**config.mk**
```make
export PLATFORM = sky130hd
export DESIGN_NAME = swtc_top
export DESIGN_NICKNAME = d
export VERILOG_FILES = /design/src/verilog/swtc_pkg.sv /design/src/verilog/swtc_ms_tick.sv /design/src/verilog/swtc_top.sv
export SDC_FILE = /design/constraint.sdc
export NUM_CORES = 1
export LEC_CHECK = 0
export BUFFER_PORTS_ARGS = -buffer_cell sky130_fd_sc_hd__buf_2
export CORE_MARGIN = 2
export CORE_UTILIZATION = 45
export DETAILED_ROUTE_END_ITERATION = 16
export PLACE_DENSITY = 0.69
export RECOVER_POWER = 25
export SLEW_MARGIN = 20
export SYNTH_ARGS = -nofsm -noshare
export SYNTH_HDL_FRONTEND = slang
export SYNTH_HIERARCHICAL = 1
export SYNTH_SLANG_ARGS = --single-unit
```
**constraint.sdc**
```tcl
create_clock -name clk -period 3.7 [get_ports clk]
set_clock_uncertainty 0.05 [all_clocks]
set_input_delay 0.37 -clock clk [delete_from_list [all_inputs] [get_ports clk]]
set_output_delay 0.37 -clock clk [all_outputs]
set_load 0.01 [all_outputs]
```
**src/verilog/swtc_pkg.sv**
```systemverilog
// Package of constants and types for the sweep trigger control block.
package swtc_pkg;

  // ------------------------------------------------------------
  // Clock and time
  // ------------------------------------------------------------
  localparam int unsigned CLK_HZ = 40_000_000;
  localparam int unsigned MS_PER_S = 1000;
  localparam int unsigned S_PER_HOUR = 3600;
  localparam int unsigned CYC_PER_MS = CLK_HZ / MS_PER_S;
  localparam int unsigned MS_PER_HOUR = S_PER_HOUR * MS_PER_S;

  // ------------------------------------------------------------
  // Register offsets
  // ------------------------------------------------------------
  localparam logic [3:0] OFF_CTRL = 4'h0;
  localparam logic [3:0] OFF_CMD = 4'h1;
  localparam logic [3:0] OFF_DWELL = 4'h2;
  localparam logic [3:0] OFF_POINTS = 4'h3;
  localparam logic [3:0] OFF_SAVER = 4'h4;
  localparam logic [3:0] OFF_STATUS = 4'h5;
  localparam logic [3:0] OFF_POINT_NOW = 4'h6;

  // ------------------------------------------------------------
  // Control field positions
  // ------------------------------------------------------------
  localparam int CTRL_CONT = 0;
  localparam int CTRL_SLOPE_NEG = 1;
  localparam int CTRL_OUT_NEG = 2;
  localparam int CTRL_SRC_LO = 3;
  localparam int CTRL_FREQ_SWP = 5;
  localparam int CTRL_POW_SWP = 6;
  localparam int CTRL_SWEPT_SINE = 7;

  // ------------------------------------------------------------
  // Command bits, one-shot on write
  // ------------------------------------------------------------
  localparam int CMD_ABORT = 0;
  localparam int CMD_INIT = 1;
  localparam int CMD_FORCE = 2;
  localparam int CMD_BUS_TRIG = 3;
  localparam int CMD_PRESET = 4;
  localparam int CMD_PERS_PRESET = 5;

  // ------------------------------------------------------------
  // Screen saver fields
  // ------------------------------------------------------------
  localparam int SAV_DELAY_LO = 0;
  localparam int SAV_MODE = 4;
  localparam int SAV_ON = 5;

  // ------------------------------------------------------------
  // Reset and factory values, and write limits
  // ------------------------------------------------------------
  localparam logic [15:0] DWELL_RST = 16'h0002;
  localparam logic [15:0] DWELL_MIN = 16'h0001;
  localparam logic [15:0] DWELL_MAX = 16'hea60;
  localparam logic [8:0] POINTS_RST = 9'h002;
  localparam logic [8:0] POINTS_MIN = 9'h002;
  localparam logic [8:0] POINTS_MAX = 9'h191;
  localparam logic [3:0] SAV_DELAY_FACT = 4'h1;
  localparam logic [3:0] SAV_DELAY_MIN = 4'h1;
  localparam logic [3:0] SAV_DELAY_MAX = 4'hc;
  localparam logic SAV_MODE_FACT = 1'b0;
  localparam logic SAV_ON_FACT = 1'b0;

  typedef enum logic [1:0] {
    SRC_BUS,
    SRC_IMM,
    SRC_EXT,
    SRC_KEY
  } swtc_src_e;

  localparam swtc_src_e SRC_RST = SRC_IMM;

endpackage

```
**src/verilog/swtc_ms_tick.sv**
```systemverilog
// Millisecond enable pulse divider.
`timescale 1ns/1ps

module swtc_ms_tick #(
  parameter int unsigned DIV = swtc_pkg::CYC_PER_MS
) (
  input wire logic clk,
  input wire logic rst,
  output logic tick
);

  if (DIV < 1) begin
    $error("Divider must be at least one.");
  end

  typedef struct packed {
    logic [31:0] cnt;
    logic tick;
  } swtc_tick_s;

  swtc_tick_s st_r;
  swtc_tick_s st_nxt;

  always_comb begin
    st_nxt = st_r;
    st_nxt.tick = 1'b0;
    if (st_r.cnt >= 32'(DIV - 1)) begin
      st_nxt.cnt = 32'h0;
      st_nxt.tick = 1'b1;
    end else begin
      st_nxt.cnt = st_r.cnt + 32'h1;
    end
  end

  always_ff @(posedge clk or posedge rst) begin
    if (rst) begin
      st_r <= '0;
    end else begin
      st_r <= st_nxt;
    end
  end

  assign tick = st_r.tick;

endmodule

```
**src/verilog/swtc_top.sv**
```systemverilog
// Sweep arming, trigger control and screen saver settings.
//
// The address map and strobed register access were chosen for this implementation.
`timescale 1ns/1ps

module swtc_top #(
  parameter int unsigned CYC_MS = swtc_pkg::CYC_PER_MS,
  parameter int unsigned MS_HOUR = swtc_pkg::MS_PER_HOUR
) (
  input wire logic clk,
  input wire logic rst,
  input wire logic [3:0] reg_addr,
  input wire logic [15:0] reg_wdata,
  input wire logic reg_wr,
  input wire logic reg_rd,
  output logic [15:0] reg_rdata,
  input wire logic trig_in,
  input wire logic trig_key,
  input wire logic panel_activity,
  input wire logic point_settled,
  output logic trig_out,
  output logic display_light_off,
  output logic display_text_off,
  output logic bit_error_measurement_on,
  input wire logic bit_error_measurement_start,
  output logic sweep_busy,
  output logic pending_op,
  output logic [8:0] point_index
);

  if (CYC_MS < 1 || MS_HOUR < 1) begin
    $error("Divider counts must be at least one.");
  end

  // ------------------------------------------------------------
  // State
  // ------------------------------------------------------------
  typedef enum logic [2:0] {
    SW_IDLE,
    SW_SETTLE,
    SW_WAIT,
    SW_DWELL,
    SW_RESET
  } swtc_sw_e;

  typedef struct packed {
    swtc_sw_e sw;
    logic cont;
    logic slope_neg;
    logic out_neg;
    swtc_pkg::swtc_src_e src;
    logic freq_swp;
    logic pow_swp;
    logic swept_sine;
    logic [15:0] dwell;
    logic [8:0] points;
    logic [3:0] sav_delay;
    logic sav_mode;
    logic sav_on;
    logic [8:0] pt;
    logic [15:0] dwell_cnt;
    logic [31:0] idle_ms;
    logic [3:0] idle_hr;
    logic blank;
    logic ber_on;
    logic pending;
    logic rearm;
    logic pulse;
    logic trig_s1;
    logic trig_s2;
    logic trig_s3;
    logic [15:0] rdata;
  } swtc_st_s;

  swtc_st_s st_r;
  swtc_st_s st_nxt;
  logic ms_tick;

  swtc_ms_tick #(
    .DIV(CYC_MS)
  ) u_ms (
    .clk(clk),
    .rst(rst),
    .tick(ms_tick)
  );

  function automatic logic hit(input logic [3:0] a, input logic [3:0] off);
    hit = (a == off);
  endfunction

  // ------------------------------------------------------------
  // Next state
  // ------------------------------------------------------------
  logic wr_ctrl;
  logic wr_cmd;
  logic ext_edge;
  logic fire;
  logic last_pt;

  always_comb begin
    st_nxt = st_r;
    st_nxt.pulse = 1'b0;
    wr_ctrl = reg_wr && hit(reg_addr, swtc_pkg::OFF_CTRL);
    wr_cmd = reg_wr && hit(reg_addr, swtc_pkg::OFF_CMD);
    st_nxt.trig_s1 = trig_in;
    st_nxt.trig_s2 = st_r.trig_s1;
    st_nxt.trig_s3 = st_r.trig_s2;
    ext_edge = st_r.slope_neg ? (st_r.trig_s3 && !st_r.trig_s2)
                              : (!st_r.trig_s3 && st_r.trig_s2);
    case (st_r.src)
      swtc_pkg::SRC_BUS: fire = wr_cmd && reg_wdata[swtc_pkg::CMD_BUS_TRIG];
      swtc_pkg::SRC_IMM: fire = 1'b1;
      swtc_pkg::SRC_EXT: fire = ext_edge;
      default: fire = trig_key;
    endcase
    if (wr_cmd && reg_wdata[swtc_pkg::CMD_FORCE]) begin
      fire = 1'b1;
    end
    last_pt = (st_r.pt >= st_r.points - 9'h001);

    if (wr_ctrl) begin
      st_nxt.cont = reg_wdata[swtc_pkg::CTRL_CONT];
      st_nxt.slope_neg = reg_wdata[swtc_pkg::CTRL_SLOPE_NEG];
      st_nxt.out_neg = reg_wdata[swtc_pkg::CTRL_OUT_NEG];
      st_nxt.src = swtc_pkg::swtc_src_e'(
        reg_wdata[swtc_pkg::CTRL_SRC_LO +: 2]);
      st_nxt.freq_swp = reg_wdata[swtc_pkg::CTRL_FREQ_SWP];
      st_nxt.pow_swp = reg_wdata[swtc_pkg::CTRL_POW_SWP];
      st_nxt.swept_sine = reg_wdata[swtc_pkg::CTRL_SWEPT_SINE];
    end
    if (reg_wr && hit(reg_addr, swtc_pkg::OFF_DWELL) &&
        reg_wdata >= swtc_pkg::DWELL_MIN &&
        reg_wdata <= swtc_pkg::DWELL_MAX) begin
      st_nxt.dwell = reg_wdata;
    end
    if (reg_wr && hit(reg_addr, swtc_pkg::OFF_POINTS) &&
        reg_wdata[8:0] >= swtc_pkg::POINTS_MIN &&
        reg_wdata[8:0] <= swtc_pkg::POINTS_MAX && reg_wdata[15:9] == 7'h0) begin
      st_nxt.points = reg_wdata[8:0];
    end
    if (reg_wr && hit(reg_addr, swtc_pkg::OFF_SAVER)) begin
      if (reg_wdata[swtc_pkg::SAV_DELAY_LO +: 4] >= swtc_pkg::SAV_DELAY_MIN &&
          reg_wdata[swtc_pkg::SAV_DELAY_LO +: 4] <= swtc_pkg::SAV_DELAY_MAX) begin
        st_nxt.sav_delay = reg_wdata[swtc_pkg::SAV_DELAY_LO +: 4];
      end
      st_nxt.sav_mode = reg_wdata[swtc_pkg::SAV_MODE];
      st_nxt.sav_on = reg_wdata[swtc_pkg::SAV_ON];
    end
    if (bit_error_measurement_start) begin
      st_nxt.ber_on = 1'b1;
    end

    // Sweep sequencer.
    case (st_r.sw)
      SW_IDLE: begin
        if (wr_cmd && reg_wdata[swtc_pkg::CMD_INIT] &&
            (st_r.freq_swp || st_r.pow_swp)) begin
          st_nxt.sw = SW_SETTLE;
          st_nxt.pt = 9'h0;
          st_nxt.pending = 1'b1;
          st_nxt.pulse = st_r.swept_sine;
        end
      end
      SW_SETTLE: begin
        if (point_settled) begin
          st_nxt.sw = SW_WAIT;
        end
      end
      SW_WAIT: begin
        if (fire) begin
          st_nxt.sw = (st_r.src == swtc_pkg::SRC_IMM) ? SW_DWELL : SW_SETTLE;
          st_nxt.dwell_cnt = 16'h0;
          if (st_r.src != swtc_pkg::SRC_IMM) begin
            if (last_pt) begin
              st_nxt.sw = SW_RESET;
              st_nxt.rearm = st_r.cont;
            end else begin
              st_nxt.pt = st_r.pt + 9'h001;
            end
          end
        end
      end
      SW_DWELL: begin
        if (ms_tick) begin
          st_nxt.dwell_cnt = st_r.dwell_cnt + 16'h0001;
        end
        if (ms_tick && st_r.dwell_cnt + 16'h0001 >= st_r.dwell) begin
          if (last_pt) begin
            st_nxt.sw = SW_RESET;
            st_nxt.rearm = st_r.cont;
          end else begin
            st_nxt.sw = SW_SETTLE;
            st_nxt.pt = st_r.pt + 9'h001;
          end
        end
      end
      default: begin
        st_nxt.pt = 9'h0;
        if (st_r.rearm && (st_r.freq_swp || st_r.pow_swp)) begin
          st_nxt.sw = SW_SETTLE;
          st_nxt.pulse = st_r.swept_sine;
        end else begin
          st_nxt.sw = SW_IDLE;
          st_nxt.pending = 1'b0;
        end
        st_nxt.rearm = 1'b0;
      end
    endcase

    if (wr_cmd && reg_wdata[swtc_pkg::CMD_ABORT]) begin
      st_nxt.ber_on = 1'b0;
      if (st_r.sw != SW_IDLE) begin
        st_nxt.sw = SW_RESET;
        st_nxt.rearm = st_r.cont;
      end
    end

    if (panel_activity || !st_r.sav_on) begin
      st_nxt.idle_ms = 32'h0;
      st_nxt.idle_hr = 4'h0;
      st_nxt.blank = 1'b0;
    end else if (ms_tick && !st_r.blank) begin
      if (st_r.idle_ms >= 32'(MS_HOUR - 1)) begin
        st_nxt.idle_ms = 32'h0;
        st_nxt.idle_hr = st_r.idle_hr + 4'h1;
        if (st_r.idle_hr + 4'h1 >= st_r.sav_delay) begin
          st_nxt.blank = 1'b1;
        end
      end else begin
        st_nxt.idle_ms = st_r.idle_ms + 32'h1;
      end
    end

    if (wr_cmd && reg_wdata[swtc_pkg::CMD_PRESET]) begin
      st_nxt.cont = 1'b0;
      st_nxt.slope_neg = 1'b0;
      st_nxt.out_neg = 1'b0;
      st_nxt.src = swtc_pkg::SRC_RST;
      st_nxt.dwell = swtc_pkg::DWELL_RST;
      st_nxt.points = swtc_pkg::POINTS_RST;
      st_nxt.freq_swp = 1'b0;
      st_nxt.pow_swp = 1'b0;
      st_nxt.swept_sine = 1'b0;
      if (st_r.sw != SW_IDLE) begin
        st_nxt.sw = SW_RESET;
        st_nxt.rearm = 1'b0;
      end
    end
    // persistent values only by own preset
    if (wr_cmd && reg_wdata[swtc_pkg::CMD_PERS_PRESET]) begin
      st_nxt.sav_delay = swtc_pkg::SAV_DELAY_FACT;
      st_nxt.sav_mode = swtc_pkg::SAV_MODE_FACT;
      st_nxt.sav_on = swtc_pkg::SAV_ON_FACT;
    end

    // Read data, one cycle after the strobe.
    st_nxt.rdata = 16'h0;
    if (reg_rd) begin
      if (hit(reg_addr, swtc_pkg::OFF_CTRL)) begin
        st_nxt.rdata = {8'h0, st_r.swept_sine, st_r.pow_swp, st_r.freq_swp,
                        st_r.src, st_r.out_neg, st_r.slope_neg, st_r.cont};
      end else if (hit(reg_addr, swtc_pkg::OFF_DWELL)) begin
        st_nxt.rdata = st_r.dwell;
      end else if (hit(reg_addr, swtc_pkg::OFF_POINTS)) begin
        st_nxt.rdata = {7'h0, st_r.points};
      end else if (hit(reg_addr, swtc_pkg::OFF_SAVER)) begin
        st_nxt.rdata = {10'h0, st_r.sav_on, st_r.sav_mode, st_r.sav_delay};
      end else if (hit(reg_addr, swtc_pkg::OFF_STATUS)) begin
        st_nxt.rdata = {9'h0, st_r.blank, st_r.ber_on, st_r.pending,
                        1'b0, st_r.sw};
      end else if (hit(reg_addr, swtc_pkg::OFF_POINT_NOW)) begin
        st_nxt.rdata = {7'h0, st_r.pt};
      end else begin
        st_nxt.rdata = 16'h0;
      end
    end
  end

  // ------------------------------------------------------------
  // Registers
  // ------------------------------------------------------------
  always_ff @(posedge clk or posedge rst) begin
    if (rst) begin
      st_r <= '{
        sw: SW_IDLE,
        src: swtc_pkg::SRC_RST,
        dwell: swtc_pkg::DWELL_RST,
        points: swtc_pkg::POINTS_RST,
        sav_delay: swtc_pkg::SAV_DELAY_FACT,
        sav_mode: swtc_pkg::SAV_MODE_FACT,
        sav_on: swtc_pkg::SAV_ON_FACT,
        default: '0
      };
    end else begin
      st_r <= st_nxt;
    end
  end

  // ------------------------------------------------------------
  // Outputs
  // ------------------------------------------------------------
  logic out_level;

  assign out_level = (st_r.sw == SW_WAIT) || st_r.pulse;
  assign trig_out = out_level ^ st_r.out_neg;
  assign display_light_off = st_r.blank;
  assign display_text_off = st_r.blank && st_r.sav_mode;
  assign bit_error_measurement_on = st_r.ber_on;
  assign sweep_busy = (st_r.sw != SW_IDLE);
  assign pending_op = st_r.pending;
  assign point_index = st_r.pt;
  assign reg_rdata = st_r.rdata;

endmodule

```
======== After elaboration in Yosys (flattened, before gate mapping) ========
Cells that the tools add are included.
word-level totals
  flip-flop bits (word level) ............. 160
  bits of input ports ..................... 29
cells by class
  add/sub/neg operators ................... 6
  $lt $le $gt $ge ......................... 11
  eq/ne operators ......................... 18
  muxes and demuxes ....................... 62
  bitwise gates (word level) .............. 3
  reduce and logical (&&, ||, !) cells .... 54
operator list
  kind                   number
  $mux 9                 9
  $mux 16                5
  $mux 37                2
  $add 32x1->32 const B  2
  $mux 32                2
  $mux 36                1
  $pmux 9 s4             1
  $ge 32x16->1 const B   1
  $ge 32x22->1 const B   1
  $pmux 16 s2            1
  $mux 3                 10
  $mux 25                1
  $logic_and 1x1->1      24
  $reduce_bool 2->1      10
  $mux 1                 19
  $add 16x1->16 const B  1
  $ge 16x1->1 const B    1
  $ge 16x16->1           1
  $le 16x16->1 const B   1
  $eq 4x3->1 const B     3
  $mux 6                 2
  $pmux 3 s4             1
  $add 9x1->9 const B    1
  $ge 9x2->1 const B     1
  other kinds (35)       53

======== Depth between registers and ports, before layout ========
  depth after elaboration ................. 11
  depth in mapped cells ................... 16
  depth with buffers taken out ............ 15

======== Modules after synthesis ========
The synthesis kept the hierarchy.
modules (own cells, without submodules)
  module        instances  cells each  area each (µm²)  seq. area each (µm²)
  swtc_top      1          851         7612.3           3183.1
  swtc_ms_tick  1          110         1283.7           825.8

======== Worst setup path before layout ========
OpenSTA, ideal clock, no wires.
  path type ............................... register to register
  start point ............................. register st_r[60] (netlist name)
  end point ............................... register st_r (netlist bit point_index[3])
  setup time .............................. 0.078 ns
  data arrival time ....................... 3.355 ns
  data required time ...................... 3.572 ns
  slack ................................... 0.218 ns
  stages on the path, launching flop included .. 17
  cell sequence ........................... dfrtp_1 ha_1 nand3_1 nor3_1 and3_1 and3_1 nand3_1 xnor2_1 ha_1 nand2_1 nor2_1 nand3_1 a31oi_1 o21ai_2 buf_6 or3_1 a21oi_1
RTL lines
  item                  RTL line         text
  to (signal assigned)  swtc_top.sv:284  st_r <= '{
  to (signal assigned)  swtc_top.sv:295  st_r <= st_nxt;
  to (decl)             swtc_top.sv:75   swtc_st_s st_r;

==> impl_metrics.csv <==
group,metric,value,unit
drt,drt_iter0_drc,664,
synth,seq_area_frac_synth,45.06,%
drt,drtAntennaViolNets,0,
floorplanning,fp-row-count,51,
drt,vias,7262,
drt,drc,0,
synth,synth_simple_gate_area_share,20.53,%
placement,gp_congestion,0.8937,
pwr,ir_drop,0.0003498,V
placement,portBuffers,59,
floorplanning,dieArea,20910,um2
grt,grt_pass1_wl,34160,um
pwr,power_switching_share,33.71,%
outcome,violations,"max-capacitance violations, max-slew violations",
cts,tritoncts,"done",
drt,highest_layer,"met5",
floorplanning,start_util,45.71,%
drt,wl_met2,9142,um
pwr,power_switching,0.001633,W
synth,ys_ff_latch,160,
grt,overflow,0,
floorplanning,ios,60,
synth,synth_largest_area_cell,"dfrtp_1",
pwr,clkPwrFrac,33.3,%
timing,fin_crit_sh,94.07,%
timing,final-max-slew-violation-count,128,
worst_setup_path,critPathLaunchType,"flip-flop",
finish,syn_to_final_growth,11.36,%
floorplanning,core_region_area,19460,um2
floorplanning,fp.dieW,144.6,um
grt,grt_antenna_before_repair,3,
pwr,internal-power,0.003212,W
worst_setup_path,crit_type,"flip-flop to flip-flop",
synth,synthMuxAreaShare,2.602,%
timing,fin_crit,3481,ps
cts,clock-sinks,160,
synth,synth-main-ff-cell,"dfrtp_1",
drt,wl_met1,9922,um
outcome,status,"finished with violations",
finish,post-route-util,50.90,%
synth,netlist_area,8896,um2
synth,synth_compound_area_share,15.81,%
job,maxCapViolations,1,
cts,insertion_delay,430,ps
pwr,seqPwrFrac,43.7,%
synth,syn_avg_cell_area,9.257,um2
pwr,power_per_cell_area,489.1,nW/um2
placement,dp_hpwl,15000,um
timing,fin_setup_tns,0,ps
synth,ys_types,72,
worst_setup_path,crit_fanout,16,
drt,avgViaCountPerCell,5.621,
drt,dr.pass1.iters,6,
cts,path_clk_slew,60,ps
timing,setup-violations-final,0,
worst_setup_path,r2r_slack,220,ps
drt,wl,20990,um
timing,hold_violations,0,
worst_setup_path,cp_cell_sequence,"or3_1, or3b_2, nor3_1, xnor2_1, ha_1, and3_1, a221oi_4, o21ai_4, or4_1, nand2_1",
cts,htree_levels,4,
pwr,power_frac_comb,23.0,%
worst_setup_path,worst_path_max_delay_cell,"or4_1",
hold_path,hold_path_class,"input port to flip-flop",
cts,numCtsBuffers,17,
floorplanning,fp.dieH,144.6,um
worst_setup_path,cp.arrival,3790,ps
worst_setup_path,crit_buf_inv,0,
worst_setup_path,max_stage_delay,530,ps
synth,synth_top_family_by_area,"simple AND/OR/NAND/NOR gates",
timing,max_freq,0.2873,GHz
synth,synth.area.top_cells,"dfrtp_1 44%, ha_1 4.9%, nor2_1 4.1%, nand2_1 3.8%, o21ai_0 3.8%",
synth,synth_edf_count,0,
placement,placed_area,9361,um2
grt,grt_max_degree,128,
finish,drive_above_1_share,12.39,%
synth,async_flop_share,100.0,%
synth,synth_xor_area_share,4.726,%
finish,final_nets,1077,
synth,synthAdderAreaFrac,4.923,%
drt,routed-wl-met3,1488,um
cts,clock_path_buffers,2,
pwr,p_leak,4.405,nW
worst_setup_path,crit_family,"simple AND/OR/NAND/NOR gates",
worst_setup_path,endpoint_kind,"flip-flop",
synth,netlist_instances,961,
cts,cts-root-buf,"clkbuf_16",
synth,yosysTopAreaCellShare,43.88,%
drt,routedWlPerCell,16.24,um
timing,rsz0062_at_grt,"no",
finish,finalInstanceArea,9907,um2
grt,grt.total_usage,20.94,%
timing,relSlewSlack,-19.31,%
synth,synth-warning-count,6,
timing,tightest_slew,1790,ps
worst_setup_path,required,4010,ps
grt,grt_pass1_vias,6595,
[cells by family (layout without fill, tap and decap cells)]
family                   Yosys count  in the layout
XOR/XNOR                          48             48
buffers and inverters            110            159
AO/OA/AOI/OAI                    216            216
flip-flops                       160            160
AND/OR/NAND/NOR                  368            368
multiplexers                      23             23
adder cells (fa/ha/maj)           35             35
other                              1             18
[power groups by stage]
stage	Clock, W	Sequential (W)	Combinational (W)
after floorplan	0	0.00205	0.000814
after global placement	0	0.00213	0.00108
after CTS	0.00165	0.00211	0.00111
after global routing	0.00172	0.00214	0.00125
final	0.00161	0.00212	0.00111
after detailed placement	0	0.00214	0.00109
[timing repair]
item                                    in CTS  in global routing
endpoints found under the setup margin       0                  9
gates resized for setup                      0                  4
endpoints found under the hold margin        2                  0
hold buffers                                 1                  0
setup buffers                                0                  0
[synthesized netlist by cell type, types with 3 or more instances]
library cell  number
inv_1             48
a211oi_1           8
a22o_1             4
nand2b_1          10
nand3b_1           3
a41oi_1            3
dfrtp_1          156
and3_1            22
or4_1              3
o211ai_1           9
and4_1             5
buf_2              4
ha_1              35
o21ai_0           68
o21ai_1            3
a221oi_1           6
a21oi_1           48
a31oi_1           14
nor2b_1           12
mux2i_1           22
xnor2_1           27
nand2_1           91
and2_1             8
buf_6              5
buf_4             25
o31ai_1           15
dfstp_2            4
nand4_1           21
a21o_1             4
clkbuf_1          24
nor3_1            22
or3_1             10
o22ai_1            7
nor4_1            17
nand3_1           34
nor2_1            98
xor2_1            21
[metal layers]
metal,global-route usage (%),up-vias
met5,0,-
met4,6.898,2
met3,4.636,40
met2,30.56,251
met1,30.84,3467
li1,-,3502
[cell usage in the layout (no fill, tap or decap), drive strengths merged, types with 23 or more instances in the layout]
cell / synthesis / layout
inv: 49 / 53
xnor2: 27 / 27
buf: 37 / 73
nand3: 34 / 34
nor2: 98 / 98
dfrtp: 156 / 156
nand2: 91 / 91
clkbuf: 24 / 23
nor3: 23 / 23
o21ai: 73 / 73
ha: 35 / 35
a21oi: 48 / 48
[per-stage QoR]
step	setup WS [ps]	instances	hold slack, ps	total power (W)
global placement	245.0	1258	283.6	0.003217
finish	219.2	1292	16.02	0.004846
CTS	124.1	1290	6.146	0.004859
detailed placement	145.9	1258	297.1	0.003234
global route	17.37	1290	2.352	0.005106
floorplan	217.6	976	281.2	0.002863
[layout make-up]
| cell class | instances | area [um2] |
|---|---|---|
| Antenna cell | 2 | 5.005 |
| Clock buffer | 18 | 429.2 |
| Clock inverter | 13 | 105.1 |
| Fill cell | 1808 | 9555 |
| Inverter | 49 | 187.7 |
| Multi-Input combinational cell | 706 | 4398 |
| Sequential cell | 160 | 4010 |
| Tap cell | 265 | 331.6 |
| Timing Repair Buffer | 79 | 440.4 |
[worst reg2reg max path: cells and delay by family, from the launching register on]
kind	cells	cell delay, ps
AOI/OAI and AO/OA	2	520
DFF	1	440
adders and majority gates	1	290
xor gates and xnor gates	1	150
and+or+nand+nor	6	1980
[sequential cells by signal, indices dropped and copies added, names as in the netlist]
register / cells
st_r: 97
u_ms/st_r: 32
reg_rdata: 16
point_index: 9
st_nxt: 2
bit_error_measurement_on: 1
display_light_off: 1
pending_op: 1
u_ms/tick: 1
[path summary, 6_finish.rpt]
kind,cells after the start,endpoint,start
max reg2reg,10,point_index[4]$_DFFE_PP0P_,st_r[93]$_DFFE_PP0P_
min,1,st_nxt[17]$_DFF_PP0_,trig_in
min in group asynchronous,3,u_ms/st_r[8]$_DFF_PP0_,rst
max,10,point_index[4]$_DFFE_PP0P_,st_r[93]$_DFFE_PP0P_
min reg2reg,0,st_nxt[16]$_DFF_PP0_,st_nxt[17]$_DFF_PP0_
max in group asynchronous,4,st_r[60]$_DFFE_PP0P_,rst
(Power assumes the default switching activity.)
